<file path="src/logic/i2cts_consts.vh">
// Constants for the I2C target control and status block
// What this block does
// - Data interrupt needs enable, flag, global enable
// - Address/stop interrupt also needs stop enable
// - Stop sets address/stop flag when enabled and sequencer not idle
// - Promiscuous bit accepts every received address
// - Auto continue resumes on data access
// - Target port works only while enabled
// - Acknowledge choice zero sends ACK, one NACK
// - Acknowledge choice is a plain stored bit
// - Command field is strobe reading zero
// - Finish command acknowledges a write, releases a read, then awaits Start
// - Respond after address: ack, then receive/flag
// - Respond after data: receive or transmit byte
// - Acknowledge choice and command written together
// - Data flag set on byte or acknowledge done, not on clash; set after a clashed byte's acknowledge too
// - Data flag cleared by write, access, command
// - Address/stop flag set on match or Stop
// - Address-match or data flag set holds SCL low, reported; Stop flag does not
// - Last master acknowledge bit captured, read-only
// - Clash sets flag, stops low drive
// - Clash flag cleared by write or Start
// - Cause bit: zero Stop, one address
// - Direction bit follows last matched address R/W bit
// - Misplaced Start or Stop sets bus fault
`ifndef I2CTS_CONSTS_VH
`define I2CTS_CONSTS_VH

// ----------------------------------------
// Register offsets
// ----------------------------------------
`define I2CTS_OFS_SETUP_A   8'h09
`define I2CTS_OFS_COMMAND   8'h0A
`define I2CTS_OFS_FLAGS     8'h0B
`define I2CTS_OFS_OWN       8'h0C
`define I2CTS_OFS_DATA      8'h0D

// ----------------------------------------
// Field positions and masks
// ----------------------------------------
`define I2CTS_SA_DATA_IRQ_EN       7
`define I2CTS_SA_ADDR_STOP_IRQ_EN      6
`define I2CTS_SA_STOP_FLAG_EN       5
`define I2CTS_SA_PROMISCUOUS_MATCH       2
`define I2CTS_SA_AUTO_CONTINUE_EN       1
`define I2CTS_SA_EN         0
`define I2CTS_SA_MASK       8'hE7
`define I2CTS_CB_ACK        2
`define I2CTS_FL_DIF        7
`define I2CTS_FL_ADDR_STOP_FLAG       6
`define I2CTS_FL_TX_CLASH       3
`define I2CTS_FL_BERR       2

// ----------------------------------------
// Command codes
// ----------------------------------------
`define I2CTS_CMD_IDLE      2'h0
`define I2CTS_CMD_RSVD      2'h1
`define I2CTS_CMD_FINISH    2'h2
`define I2CTS_CMD_RESPOND   2'h3

// ----------------------------------------
// Reset values and counts
// ----------------------------------------
`define I2CTS_RST_BYTE      8'h00
`define I2CTS_CNT_ZERO      4'h0
`define I2CTS_CNT_ONE       4'h1
`define I2CTS_BYTE_BITS     4'h8
`define I2CTS_GCALL_ADDR    7'h00

`endif

</file>
<file path="src/logic/i2cts_top.v">
// I2C target port: registers, bus sequencer, flags and clock stretching
//
// Implementation choice: the plain strobed port.
`timescale 1ns/1ps
`default_nettype none
`include "i2cts_consts.vh"

module i2cts_top (
  input  wire       clk,
  input  wire       reset_n,
  input  wire [7:0] reg_addr,
  input  wire [7:0] reg_wdata,
  input  wire       reg_wr,
  input  wire       reg_rd,
  output reg  [7:0] reg_rdata_q,
  input  wire       global_irq_en,
  input  wire       scl_in,
  input  wire       sda_in,
  output reg        scl_out_q,
  output reg        scl_oe_q,
  output reg        sda_out_q,
  output reg        sda_oe_q,
  output reg        data_irq_q,
  output reg        addr_stop_irq_q
);

  // ----------------------------------------
  // Sequencer states
  // ----------------------------------------
  localparam [2:0] ST_IDLE    = 3'h0;  // Released, waiting for a Start
  localparam [2:0] ST_ADDR    = 3'h1;  // Shifting in the address byte
  localparam [2:0] ST_HOLD    = 3'h2;  // SCL stretched, software to act
  localparam [2:0] ST_ACK_OUT = 3'h3;  // Driving our acknowledge bit
  localparam [2:0] ST_RX      = 3'h4;  // Receiving a data byte
  localparam [2:0] ST_TX      = 3'h5;  // Sending a data byte
  localparam [2:0] ST_ACK_IN  = 3'h6;  // Sampling master acknowledge

  // Where to go once our acknowledge bit is done
  localparam [1:0] AFT_RX     = 2'h0;
  localparam [1:0] AFT_DIF    = 2'h1;
  localparam [1:0] AFT_IDLE   = 2'h2;

  // ----------------------------------------
  // Address decode helper
  // ----------------------------------------
  function sel;
    input [7:0] a;
    input [7:0] ofs;
    begin
      sel = (a == ofs);
    end
  endfunction

  // ----------------------------------------
  // State and register storage
  // ----------------------------------------
  reg  [1:0] pin_s1_q;       // {sda, scl} first stage, feeds stage two only
  reg  [1:0] pin_s2_q;       // Second stage
  reg  [1:0] pin_s3_q;       // Third stage, compared with second
  reg  [1:0] filt_q;         // Accepted line levels
  reg  [1:0] filt_d;
  reg  [7:0] setup_q;        // Setup A register
  reg  [7:0] own_q;          // Own match value
  reg        ack_choice_q;   // Stored acknowledge choice
  reg        ack_choice_d;
  reg  [2:0] st_q;
  reg  [2:0] st_d;
  reg  [1:0] aft_q;
  reg  [1:0] aft_d;
  reg  [3:0] cnt_q;          // Bit counter within a byte
  reg  [3:0] cnt_d;
  reg  [7:0] shreg_q;        // Target shift register
  reg  [7:0] shreg_d;
  reg        hold_data_q;    // Hold caused by data (1) or address (0)
  reg        hold_data_d;
  reg        ack_send_q;     // Ack bit latched at resume, 1 = NACK
  reg        ack_send_d;
  reg        data_flag_q;
  reg        data_flag_d;
  reg        addr_stop_flag_q;
  reg        addr_stop_flag_d;
  reg        received_ack_bit_q;
  reg        received_ack_bit_d;
  reg        tx_clash_q;
  reg        tx_clash_d;
  reg        clash_act_q;    // Low drive disabled till operation ends
  reg        clash_act_d;
  reg        bus_fault_q;
  reg        bus_fault_d;
  reg        dir_q;
  reg        dir_d;
  reg        cause_select_q;
  reg        cause_select_d;
  reg        start_seen_q;   // Start seen, no SCL fall since
  reg        start_seen_d;
  reg  [7:0] rdata_d;

  // ----------------------------------------
  // Decoded controls
  // ----------------------------------------
  wire       data_irq_en      = setup_q[`I2CTS_SA_DATA_IRQ_EN];
  wire       addr_stop_irq_en = setup_q[`I2CTS_SA_ADDR_STOP_IRQ_EN];
  wire       stop_flag_en     = setup_q[`I2CTS_SA_STOP_FLAG_EN];
  wire       promiscuous_match = setup_q[`I2CTS_SA_PROMISCUOUS_MATCH];
  wire       auto_continue_en = setup_q[`I2CTS_SA_AUTO_CONTINUE_EN];
  wire       port_en          = setup_q[`I2CTS_SA_EN];
  wire [1:0] slave_command    = reg_wdata[1:0];
  wire       cmd_wr     = reg_wr & sel(reg_addr, `I2CTS_OFS_COMMAND);
  wire       cmd_valid  = cmd_wr & slave_command[1];  // Codes 2 and 3 only
  wire       cmd_rsvd   = cmd_wr & (slave_command == `I2CTS_CMD_RSVD);
  wire       finish_transfer = cmd_valid & (slave_command == `I2CTS_CMD_FINISH);
  wire       data_acc   = (reg_wr | reg_rd) & sel(reg_addr, `I2CTS_OFS_DATA);
  wire       flags_wr   = reg_wr & sel(reg_addr, `I2CTS_OFS_FLAGS);
  wire       clr_common = cmd_valid | data_acc;
  wire       in_hold    = (st_q == ST_HOLD);
  wire       resume     = in_hold & (cmd_valid | (data_acc & auto_continue_en));
  wire       ack_eff    = cmd_valid ? reg_wdata[`I2CTS_CB_ACK] : ack_choice_q;

  // ----------------------------------------
  // Line edges and bus conditions
  // ----------------------------------------
  wire scl_rise = filt_d[0] & ~filt_q[0];
  wire scl_fall = ~filt_d[0] & filt_q[0];
  wire sda_now  = filt_d[1];
  wire bus_start = ~filt_d[1] & filt_q[1] & filt_q[0] & filt_d[0];
  wire bus_stop  = filt_d[1] & ~filt_q[1] & filt_q[0] & filt_d[0];
  wire in_byte   = (st_q == ST_ADDR) | (st_q == ST_RX) | (st_q == ST_TX);
  wire addr_hit  = promiscuous_match |
                   (shreg_q[7:1] == own_q[7:1]) |
                   (own_q[0] & (shreg_q[7:1] == `I2CTS_GCALL_ADDR));

  // ----------------------------------------
  // Pin filter: a level counts once stages two and three agree
  // ----------------------------------------
  always @* begin
    filt_d = (pin_s2_q & ~(pin_s2_q ^ pin_s3_q)) | (filt_q & (pin_s2_q ^ pin_s3_q));
  end

  // ----------------------------------------
  // Sequencer and flag next state
  // ----------------------------------------
  always @* begin
    st_d               = st_q;
    aft_d              = aft_q;
    cnt_d              = cnt_q;
    shreg_d            = shreg_q;
    hold_data_d        = hold_data_q;
    ack_send_d         = ack_send_q;
    received_ack_bit_d = received_ack_bit_q;
    clash_act_d        = clash_act_q;
    dir_d              = dir_q;
    cause_select_d     = cause_select_q;
    start_seen_d       = start_seen_q;
    // Flags: hardware set below wins over any clear
    data_flag_d      = data_flag_q & ~(clr_common | (flags_wr & reg_wdata[`I2CTS_FL_DIF]));
    addr_stop_flag_d = addr_stop_flag_q & ~(clr_common | (flags_wr & reg_wdata[`I2CTS_FL_ADDR_STOP_FLAG]));
    tx_clash_d       = tx_clash_q & ~((flags_wr & reg_wdata[`I2CTS_FL_TX_CLASH]) | bus_start);
    bus_fault_d      = bus_fault_q & ~(flags_wr & reg_wdata[`I2CTS_FL_BERR]);
    // Software may load data only while the clock is stretched
    if (in_hold & reg_wr & sel(reg_addr, `I2CTS_OFS_DATA)) begin
      shreg_d = reg_wdata;
    end
    if (scl_fall) begin
      start_seen_d = 1'b0;
    end
    case (st_q)
      ST_ADDR: begin
        if (scl_rise) begin
          shreg_d = {shreg_q[6:0], sda_now};
          cnt_d   = cnt_q + `I2CTS_CNT_ONE;
        end else if (scl_fall && cnt_q == `I2CTS_BYTE_BITS) begin
          cnt_d = `I2CTS_CNT_ZERO;
          if (addr_hit) begin
            addr_stop_flag_d = 1'b1;
            cause_select_d   = 1'b1;
            dir_d            = shreg_q[0];
            hold_data_d      = 1'b0;
            st_d             = ST_HOLD;
          end else begin
            st_d = ST_IDLE;  // Not ours, stay off the bus
          end
        end
      end
      ST_HOLD: begin
        if (resume) begin
          ack_send_d = ack_eff;
          cnt_d      = `I2CTS_CNT_ZERO;
          if (finish_transfer) begin
            aft_d = AFT_IDLE;
            st_d  = dir_q ? ST_IDLE : ST_ACK_OUT;
          end else if (!hold_data_q) begin
            aft_d = dir_q ? AFT_DIF : AFT_RX;
            st_d  = ST_ACK_OUT;
          end else if (!dir_q) begin
            aft_d = AFT_RX;
            st_d  = ST_ACK_OUT;
          end else begin
            st_d  = ST_TX;
          end
        end
      end
      ST_ACK_OUT: begin
        if (scl_rise) begin
          cnt_d = `I2CTS_CNT_ONE;
          if (ack_send_q && !sda_now) begin
            tx_clash_d  = 1'b1;
            clash_act_d = 1'b1;
          end
        end else if (scl_fall && cnt_q != `I2CTS_CNT_ZERO) begin
          cnt_d = `I2CTS_CNT_ZERO;
          case (aft_q)
            AFT_RX:  st_d = ST_RX;
            AFT_DIF: begin
              data_flag_d = 1'b1;
              hold_data_d = 1'b1;
              st_d        = ST_HOLD;
            end
            default: st_d = ST_IDLE;
          endcase
        end
      end
      ST_RX: begin
        if (scl_rise) begin
          shreg_d = {shreg_q[6:0], sda_now};
          cnt_d   = cnt_q + `I2CTS_CNT_ONE;
        end else if (scl_fall && cnt_q == `I2CTS_BYTE_BITS) begin
          cnt_d       = `I2CTS_CNT_ZERO;
          data_flag_d = 1'b1;
          hold_data_d = 1'b1;
          st_d        = ST_HOLD;
        end
      end
      ST_TX: begin
        if (scl_rise) begin
          cnt_d = cnt_q + `I2CTS_CNT_ONE;
          if (shreg_q[7] && !sda_now) begin
            tx_clash_d  = 1'b1;
            clash_act_d = 1'b1;
          end
        end else if (scl_fall) begin
          if (cnt_q == `I2CTS_BYTE_BITS) begin
            cnt_d = `I2CTS_CNT_ZERO;
            st_d  = ST_ACK_IN;
          end else begin
            shreg_d = {shreg_q[6:0], 1'b1};  // Fill with released bits
          end
        end
      end
      ST_ACK_IN: begin
        if (scl_rise) begin
          received_ack_bit_d = sda_now;
          cnt_d              = `I2CTS_CNT_ONE;
        end else if (scl_fall && cnt_q != `I2CTS_CNT_ZERO) begin
          cnt_d       = `I2CTS_CNT_ZERO;
          data_flag_d = 1'b1;
          hold_data_d = 1'b1;
          st_d        = ST_HOLD;
        end
      end
      default: begin
        st_d = ST_IDLE;
      end
    endcase
    // Start or Stop past a byte's first bit clock, or Stop right after Start
    if (((bus_start | bus_stop) & in_byte & (cnt_q > `I2CTS_CNT_ONE)) |
        (bus_stop & start_seen_q)) begin
      bus_fault_d = 1'b1;
    end
    // Bus conditions override the byte sequence
    if (bus_start) begin
      st_d         = ST_ADDR;
      cnt_d        = `I2CTS_CNT_ZERO;
      clash_act_d  = 1'b0;
      start_seen_d = 1'b1;
    end else if (bus_stop) begin
      if (stop_flag_en && st_q != ST_IDLE) begin
        addr_stop_flag_d = 1'b1;
        cause_select_d   = 1'b0;
      end
      st_d        = ST_IDLE;
      cnt_d       = `I2CTS_CNT_ZERO;
      clash_act_d = 1'b0;
    end
    // Disabled port stays released and idle
    if (!port_en) begin
      st_d  = ST_IDLE;
      cnt_d = `I2CTS_CNT_ZERO;
    end
  end

  // ----------------------------------------
  // Stored command-register bit
  // ----------------------------------------
  always @* begin
    ack_choice_d = ack_choice_q;
    // A reserved code drops the whole write, choice bit included
    if (cmd_wr && !cmd_rsvd) begin
      ack_choice_d = reg_wdata[`I2CTS_CB_ACK];
    end
  end

  // ----------------------------------------
  // Read data mux, valid only the cycle after the strobe
  // ----------------------------------------
  always @* begin
    rdata_d = `I2CTS_RST_BYTE;
    if (!reg_rd) begin
      rdata_d = `I2CTS_RST_BYTE;
    end else if (sel(reg_addr, `I2CTS_OFS_SETUP_A)) begin
      rdata_d = setup_q;
    end else if (sel(reg_addr, `I2CTS_OFS_COMMAND)) begin
      rdata_d = {5'h00, ack_choice_q, `I2CTS_CMD_IDLE};
    end else if (sel(reg_addr, `I2CTS_OFS_FLAGS)) begin
      rdata_d = {data_flag_q, addr_stop_flag_q, in_hold, received_ack_bit_q,
                 tx_clash_q, bus_fault_q, dir_q, cause_select_q};
    end else if (sel(reg_addr, `I2CTS_OFS_OWN)) begin
      rdata_d = own_q;
    end else if (sel(reg_addr, `I2CTS_OFS_DATA)) begin
      rdata_d = shreg_q;
    end else begin
      rdata_d = `I2CTS_RST_BYTE;  // Unmapped reads zero
    end
  end

  // ----------------------------------------
  // Registers
  // ----------------------------------------
  always @(posedge clk or negedge reset_n) begin
    if (!reset_n) begin
      pin_s1_q           <= 2'h3;
      pin_s2_q           <= 2'h3;
      pin_s3_q           <= 2'h3;
      filt_q             <= 2'h3;  // Idle bus reads high
      setup_q            <= `I2CTS_RST_BYTE;
      own_q              <= `I2CTS_RST_BYTE;
      ack_choice_q       <= 1'b0;
      st_q               <= ST_IDLE;
      aft_q              <= AFT_RX;
      cnt_q              <= `I2CTS_CNT_ZERO;
      shreg_q            <= `I2CTS_RST_BYTE;
      hold_data_q        <= 1'b0;
      ack_send_q         <= 1'b0;
      data_flag_q        <= 1'b0;
      addr_stop_flag_q   <= 1'b0;
      received_ack_bit_q <= 1'b0;
      tx_clash_q         <= 1'b0;
      clash_act_q        <= 1'b0;
      bus_fault_q        <= 1'b0;
      dir_q              <= 1'b0;
      cause_select_q     <= 1'b0;
      start_seen_q       <= 1'b0;
      reg_rdata_q        <= `I2CTS_RST_BYTE;
      scl_out_q          <= 1'b0;
      scl_oe_q           <= 1'b0;
      sda_out_q          <= 1'b0;
      sda_oe_q           <= 1'b0;
      data_irq_q         <= 1'b0;
      addr_stop_irq_q    <= 1'b0;
    end else begin
      pin_s1_q           <= {sda_in, scl_in};
      pin_s2_q           <= pin_s1_q;
      pin_s3_q           <= pin_s2_q;
      filt_q             <= filt_d;
      if (reg_wr && sel(reg_addr, `I2CTS_OFS_SETUP_A)) begin
        setup_q <= reg_wdata & `I2CTS_SA_MASK;
      end
      if (reg_wr && sel(reg_addr, `I2CTS_OFS_OWN)) begin
        own_q <= reg_wdata;
      end
      ack_choice_q       <= ack_choice_d;
      st_q               <= st_d;
      aft_q              <= aft_d;
      cnt_q              <= cnt_d;
      shreg_q            <= shreg_d;
      hold_data_q        <= hold_data_d;
      ack_send_q         <= ack_send_d;
      data_flag_q        <= data_flag_d;
      addr_stop_flag_q   <= addr_stop_flag_d;
      received_ack_bit_q <= received_ack_bit_d;
      tx_clash_q         <= tx_clash_d;
      clash_act_q        <= clash_act_d;
      bus_fault_q        <= bus_fault_d;
      dir_q              <= dir_d;
      cause_select_q     <= cause_select_d;
      start_seen_q       <= start_seen_d;
      reg_rdata_q        <= rdata_d;
      // Open drain: only ever pull low
      scl_out_q          <= 1'b0;
      sda_out_q          <= 1'b0;
      scl_oe_q           <= (st_d == ST_HOLD);
      // After a clash no low value reaches SDA
      sda_oe_q           <= ~clash_act_d &
                            (((st_d == ST_ACK_OUT) & ~ack_send_d) |
                             ((st_d == ST_TX) & ~shreg_d[7]));
      data_irq_q         <= data_irq_en & data_flag_q & global_irq_en;
      addr_stop_irq_q    <= addr_stop_irq_en & addr_stop_flag_q & stop_flag_en & global_irq_en;
    end
  end

endmodule

`default_nettype wire

</file>
<file path="config.mk">
export PLATFORM = sky130hd
export DESIGN_NAME = i2cts_top
export DESIGN_NICKNAME = d
export VERILOG_FILES = /design/src/logic/i2cts_top.v
export VERILOG_INCLUDE_DIRS = /design/src /design/src/logic
export SDC_FILE = /design/constraint.sdc
export NUM_CORES = 1
export LEC_CHECK = 0
export BUFFER_PORTS_ARGS = -buffer_cell sky130_fd_sc_hd__buf_2
export CORE_MARGIN = 2
export CORE_UTILIZATION = 63
export DETAILED_ROUTE_END_ITERATION = 10
export PLACE_DENSITY_LB_ADDON = 0.12
export SKIP_CTS_REPAIR_TIMING = 1
export SLEW_MARGIN = 20
export SYNTH_ARGS = -nofsm -noshare
export SYNTH_HDL_FRONTEND = slang
export SYNTH_SLANG_ARGS = --single-unit
</file>
<file path="constraint.sdc">
create_clock -name clk -period 5.8 [get_ports clk]
set_input_delay 0.29 -clock clk [delete_from_list [all_inputs] [get_ports clk]]
set_output_delay 0.29 -clock clk [all_outputs]
set_load 0.05 [all_outputs]
</file>
; Word level (Yosys, flattened, before mapping)
; Cells that the tools add are included.
; W data, S select, Z words.
[classes]
add_sub_neg = 1
n_lt_le_gt_ge = 1
eq_ne = 36
muxes = 101
bitwise = 68
n_reduce_logical = 23
[op_table]
columns = op, n
row1 = $mux W8, 11
row2 = $mux W3, 18
row3 = $mux W1, 48
row4 = $mux W4, 11
row5 = $eq A8 B4 Y1 const B, 5
row6 = $and A1 B1 Y1, 38
row7 = $pmux W3 S6, 1
row8 = $ne A2 B2 Y1 const B, 8
row9 = $pmux W4 S4, 1
row10 = $pmux W8 S2, 1
row11 = $or A1 B1 Y1, 13
row12 = $eq A3 B2 Y1 const B, 4
row13 = $eq A3 B3 Y1 const B, 4
row14 = $ne A6 B2 Y1 const B, 2
row15 = $not A1 Y1, 12
row16 = $reduce_and A11 Y1, 1
row17 = $mux W2, 5
row18 = $logic_and A1 B1 Y1, 8
row19 = $reduce_bool A4 Y1, 2
row20 = $eq A7 B7 Y1, 1
row21 = $logic_not A7 Y1, 1
row22 = $ne A7 B3 Y1 const B, 1
row23 = $ne A6 B5 Y1 const B, 1
row24 = $ne A6 B6 Y1 const B, 1
row25 = 26 further kinds, 32
[totals]
register_bits = 63
in_bits = 23
output_inout_bits = 14
wordCells = 257

; Logic depth before layout (Yosys ltp)
[depth]
ltp_word = 17
depth_mapped = 8
depth_no_buf = 8

; Least setup slack after synthesis
; Ideal clock, no wire load.
[synth_timing]
kind = input to register
startpoint = in reg_addr[5]
endpoint = reg sda_oe_q
setup_ps = 111
t_arrival_ps = 2397
required_ps = 5689
path_slack_ps = 3291
path_stages = 7
path_buffers = 1
path_cell_list = or3b_1 -> buf_2 -> nor4_4 -> o21ai_2 -> o311a_4 -> or4_4 -> a2111oi_2
[synth_via]
elab_chain_len = 14
elab_cells_between_ends = 33
cone_classes = 4 x eq/ne / 15 x mux / 14 x bitwise
[synth_rtl]
columns = item, line
row1 = from (decl), i2cts_top.v:11  ; input wire [7:0] reg_addr,
row2 = $eq A8 B4 Y1, i2cts_top.v:50  ; sel = (a == ofs);
row3 = "$and A1 B1 Y1, on equally long branches", "i2cts_top.v:108, i2cts_top.v:112"
row4 = "$and A1 B1 Y1, on equally long branches", "i2cts_top.v:109, i2cts_top.v:116"
row5 = $and A1 B1 Y1 or $or A1 B1 Y1 (tied branches), "i2cts_top.v:111, i2cts_top.v:116"
row6 = $mux W3 or $and A1 B1 Y1 (tied branches), "i2cts_top.v:188, i2cts_top.v:116"
row7 = $mux W3, i2cts_top.v:185  ; if (resume) begin
row8 = $pmux W3 S6, i2cts_top.v:166  ; case (st_q)
row9 = $mux W3, i2cts_top.v:275  ; end else if (bus_stop) begin
row10 = $mux W3, i2cts_top.v:270  ; if (bus_start) begin
row11 = $mux W3, i2cts_top.v:285  ; if (!port_en) begin
row12 = $eq A3 B2 Y1 or $eq A3 B3 Y1 (tied branches), "i2cts_top.v:393, i2cts_top.v:394"
row13 = "$and A1 B1 Y1, on equally long branches", "i2cts_top.v:393, i2cts_top.v:394"
row14 = $or A1 B1 Y1 *, i2cts_top.v:393  ; (((st_d == ST_ACK_OUT) & ~ack_send_d) |
row15 = $and A1 B1 Y1 *, i2cts_top.v:392  ; sda_oe_q <= ~clash_act_d &
row16 = to (signal assigned), i2cts_top.v:392
row17 = to (decl), i2cts_top.v:22  ; output reg sda_oe_q,
; Mark *: on every way between the ends. The rest lies on a longest branch, timed or not.
; A chain may end at the register's enable or synchronous reset.

; Final worst setup path
[layout_timing]
startpoint = reg filt_q[0]
endpoint = reg sda_oe_q
[layout_via]
elab_cells_between_ends = 43
cone_classes = 2 x eq/ne / 23 x mux / 16 x bitwise / 2 x reduce/logical
[layout_lines]
columns = item, line
row1 = from (decl), i2cts_top.v:60  ; reg [1:0] filt_q;
row2 = from (signal assigned), i2cts_top.v:363  ; filt_q <= filt_d;
row3 = $and A2 B2 Y2, i2cts_top.v:136  ; filt_d = (pin_s2_q & ~(pin_s2_q ^ pin_s3_q)) | (filt_q & (pin_s2_q ^ pin_s3_q));
row4 = $or A2 B2 Y2, i2cts_top.v:136
row5 = $not A1 Y1, i2cts_top.v:123  ; wire scl_fall = ~filt_d[0] & filt_q[0];
row6 = $and A1 B1 Y1, i2cts_top.v:123
row7 = $mux W8, i2cts_top.v:240  ; end else if (scl_fall) begin
row8 = $mux W8, i2cts_top.v:234  ; if (scl_rise) begin
row9 = $pmux W8 S2 *, i2cts_top.v:166
row10 = net shreg_d[7], i2cts_top.v:73  ; reg [7:0] shreg_d;
row11 = $not A1 Y1 *, i2cts_top.v:394  ; ((st_d == ST_TX) & ~shreg_d[7]));
row12 = $and A1 B1 Y1 *, i2cts_top.v:394
row13 = $or A1 B1 Y1 *, i2cts_top.v:393
row14 = $and A1 B1 Y1 *, i2cts_top.v:392
; Mark *: on every way through the listed nets, which the timed path passes. The rest lies on a longest branch.

==> flow_summary.json <==
{
  "cp.arrival_ps": 3400,
  "yosysTopAreaCellShare_pct": 40.7,
  "dr.pass1.iters": 4,
  "initial_core_util_pct": 65.8,
  "vias": 2772,
  "netlist_instances": 330,
  "core_area_mm2": 0.00514,
  "numPortBuffers": 34,
  "drive_above_1_share_pct": 22.0,
  "clkLatencyLatePin_ps": 350,
  "synth_cell_types": 62,
  "grt_setup_unrepaired": "no",
  "critPathKind": "flip-flop to flip-flop",
  "ys_seq_area_share_pct": 46.9,
  "path_cells": "and3b_1 -> and3_1 -> a41oi_1 -> mux2i_1 -> or4_4 -> a2111oi_2",
  "design_area_mm2": 0.00377,
  "synthArstFlopShare_pct": 100,
  "ys_warn_count": 0,
  "cap_violations": 0,
  "place_ws_ps": 2700,
  "ctsHtreeMaxLevel": 3,
  "slowest_stage": "a41oi_1",
  "peakVddDrop_mv": 0.174,
  "cp-start-kind": "flip-flop",
  "setup_tns_ps": 0,
  "numCtsBuffers": 9,
  "fmax_mhz": 317,
  "cp.required_ps": 6040,
  "drcViolationCount": 0,
  "p_leak_nw": 1.73,
  "grt_first_pass_wirelength_um": 13400,
  "hold_path_class": "primary input to flip-flop",
  "die_y_um": 77.3,
  "clk_path_buf_depth": 2,
  "outcome": "finished clean",
  "antenna_found_initial": 0,
  "hold_viol": 0,
  "via_per_inst": 6.33,
  "drt_iter0_drc": 261,
  "synthTopCellsByArea": "dfrtp_1 41%, dfstp_2 6.2%, mux2i_1 4.1%",
  "power_w": 0.000902,
  "slew_headroom_pct": 29.5,
  "worst_slack_ps": 2640,
  "synthFlopType": "dfrtp_1",
  "setup_viol": 0,
  "slowest_delay_ps": 790,
  "synth_edf_count": 0,
  "final_util_pct": 73.4,
  "ys_ff_latch": 63,
  "final_nets": 390,
  "overflow": 0,
  "grt_max_degree": 64,
  "power_density_mw_per_mm2": 239,
  "n_fill_cell": 403,
  "cp_max_fo": 13,
  "cts_tree": "done",
  "rows": 26,
  "crit_path_end_kind": "flip-flop",
  "diodes": 0,
  "final_max_slew_viol_count": 0,
  "grt_use_total_pct": 29.0,
  "fin_crit_ps": 3160,
  "clk_pin_slew_ps": 70,
  "clock-sinks": 63,
  "area_growth_pct": 11.5,
  "first_global_vias": 2716,
  "die_area_mm2": 0.00597,
  "die_w_um": 77.3,
  "synth_area_mm2": 0.00338,
  "hpwl_um": 5760,
  "io_pins": 37,
  "tightest_slew_ps": 1040,
  "min_period_over_period_pct": 54.4,
  "synth.avg_cell_area_um2": 10.3,
  "post_dp_cell_area_mm2": 0.00359,
  "gp_congestion": 0.907,
  "root_buffer": "clkbuf_8",
  "synth.largest_area_cell": "dfrtp_1",
  "clock_skew_ps": 6.33,
  "wire_per_inst_um": 18.3,
  "wl_um": 8010,
  "postRouteAntennaNets": 0
}
[cells in the mapped netlist (2+ instances only)]
cell / count
nor4_1: 2
dfrtp_1: 55
dfstp_2: 8
and4_1: 3
a21boi_0: 3
and3b_1: 2
o31ai_1: 3
nand2_1: 24
a41oi_1: 5
nor2b_1: 8
nor3b_2: 3
mux2_1: 5
nand2b_1: 6
inv_1: 10
clkbuf_1: 11
and2_1: 2
nor3_1: 3
o21a_1: 3
nand3_1: 11
mux2i_1: 14
o21ai_0: 9
o211ai_1: 2
o2111ai_1: 2
or2_1: 2
buf_4: 2
or3b_1: 3
or3_1: 4
a221oi_1: 7
a22o_1: 3
nand3b_1: 2
mux2_2: 11
xor2_1: 4
a31oi_1: 7
ha_1: 4
nor2_1: 33
xnor2_1: 4
and3_1: 5
nor3b_1: 2
a21oi_1: 17
nand4_1: 4
[cell families after synthesis]
logic type	after synthesis	share of synthesized area (%)
compound gates	73	15.6
xor+xnor	8	2.07
mux	30	9.46
fa+ha+maj	5	1.77
flops	63	46.9
other cells	1	0.111
simple gates	126	21.2
buf+inv	24	2.92
[cell usage in the layout (no fill, tap or decap), types with 9 or more instances in the layout]
master,n
nand3_1,11
clkbuf_8,10
nor2_1,33
dfrtp_1,55
buf_2,34
mux2_2,11
o21ai_0,9
nand2_1,24
a21oi_1,17
inv_1,10
mux2i_1,14
[power breakdown]
group          internal (W)  switching [W]  total [W]
combinational     0.0000267      0.0000406  0.0000673
clock              0.000168       0.000189   0.000357
sequential         0.000461      0.0000171   0.000478
[routing by layer]
layer	up-vias	wire, µm	GRT usage [%]
met5	-	0	0
met4	0	220	11.3
met3	27	519	6.82
met2	127	3800	47.4
met1	1346	3470	37.5
li1	1272	-	-
[worst max-delay path, delay by kind of cell (launching register included)]
| kind | cells | cell delay, ps |
|---|---|---|
| DFF | 1 | 590 |
| AOI/OAI and AO/OA | 2 | 1150 |
| and+or+nand+nor | 3 | 980 |
| muxes | 1 | 320 |
[cell type report]
| type | count | area (µm²) | area share, % |
|---|---|---|---|
| clock buffer | 10 | 138 | 3.65 |
| clock inverter | 6 | 45.0 | 1.19 |
| inverter | 10 | 37.5 | 0.994 |
| multi-input combinational | 244 | 1700 | 45.1 |
| sequential | 63 | 1590 | 42.0 |
| tap | 70 | 87.6 | 2.32 |
| timing repair buffer | 35 | 178 | 4.71 |
[worst paths after layout]
path	startpoint	endpoint	slack, ps	depth (start not counted)
hold / removal	sda_in	pin_s1_q[1]$_DFF_PN1_	30	1
setup / recovery	filt_q[0]$_DFF_PN1_	sda_oe_q$_DFF_PN0_	2640	6
max in group asynchronous	reset_n	cnt_q[2]$_DFFE_PN0P_	5200	2
setup reg to reg	filt_q[0]$_DFF_PN1_	sda_oe_q$_DFF_PN0_	2640	6
hold reg to reg	pin_s1_q[1]$_DFF_PN1_	pin_s2_q[1]$_DFF_PN1_	360	0
min in group asynchronous	reset_n	reg_rdata_q[2]$_DFF_PN0_	90	2
[state kept, by name, indices dropped and copies added (netlist names), 2 cells and up]
register / count
st_q: 3
own_q: 8
aft_q: 2
filt_q: 2
shreg_q: 8
reg_rdata_q: 8
pin_s3_q: 2
pin_s2_q: 2
pin_s1_q: 2
cnt_q: 4
setup_q: 6
[metrics by stage]
| step | hold WS (ps) | cells |
|---|---|---|
| floorplan | -5.59 | 331 |
| global placement | 346 | 422 |
| detailed placement | 347 | 422 |
| CTS | 22.7 | 438 |
| global route | 12.1 | 438 |
| finish | 30.2 | 438 |
No activity file was read; power rests on OpenSTA's default activity.
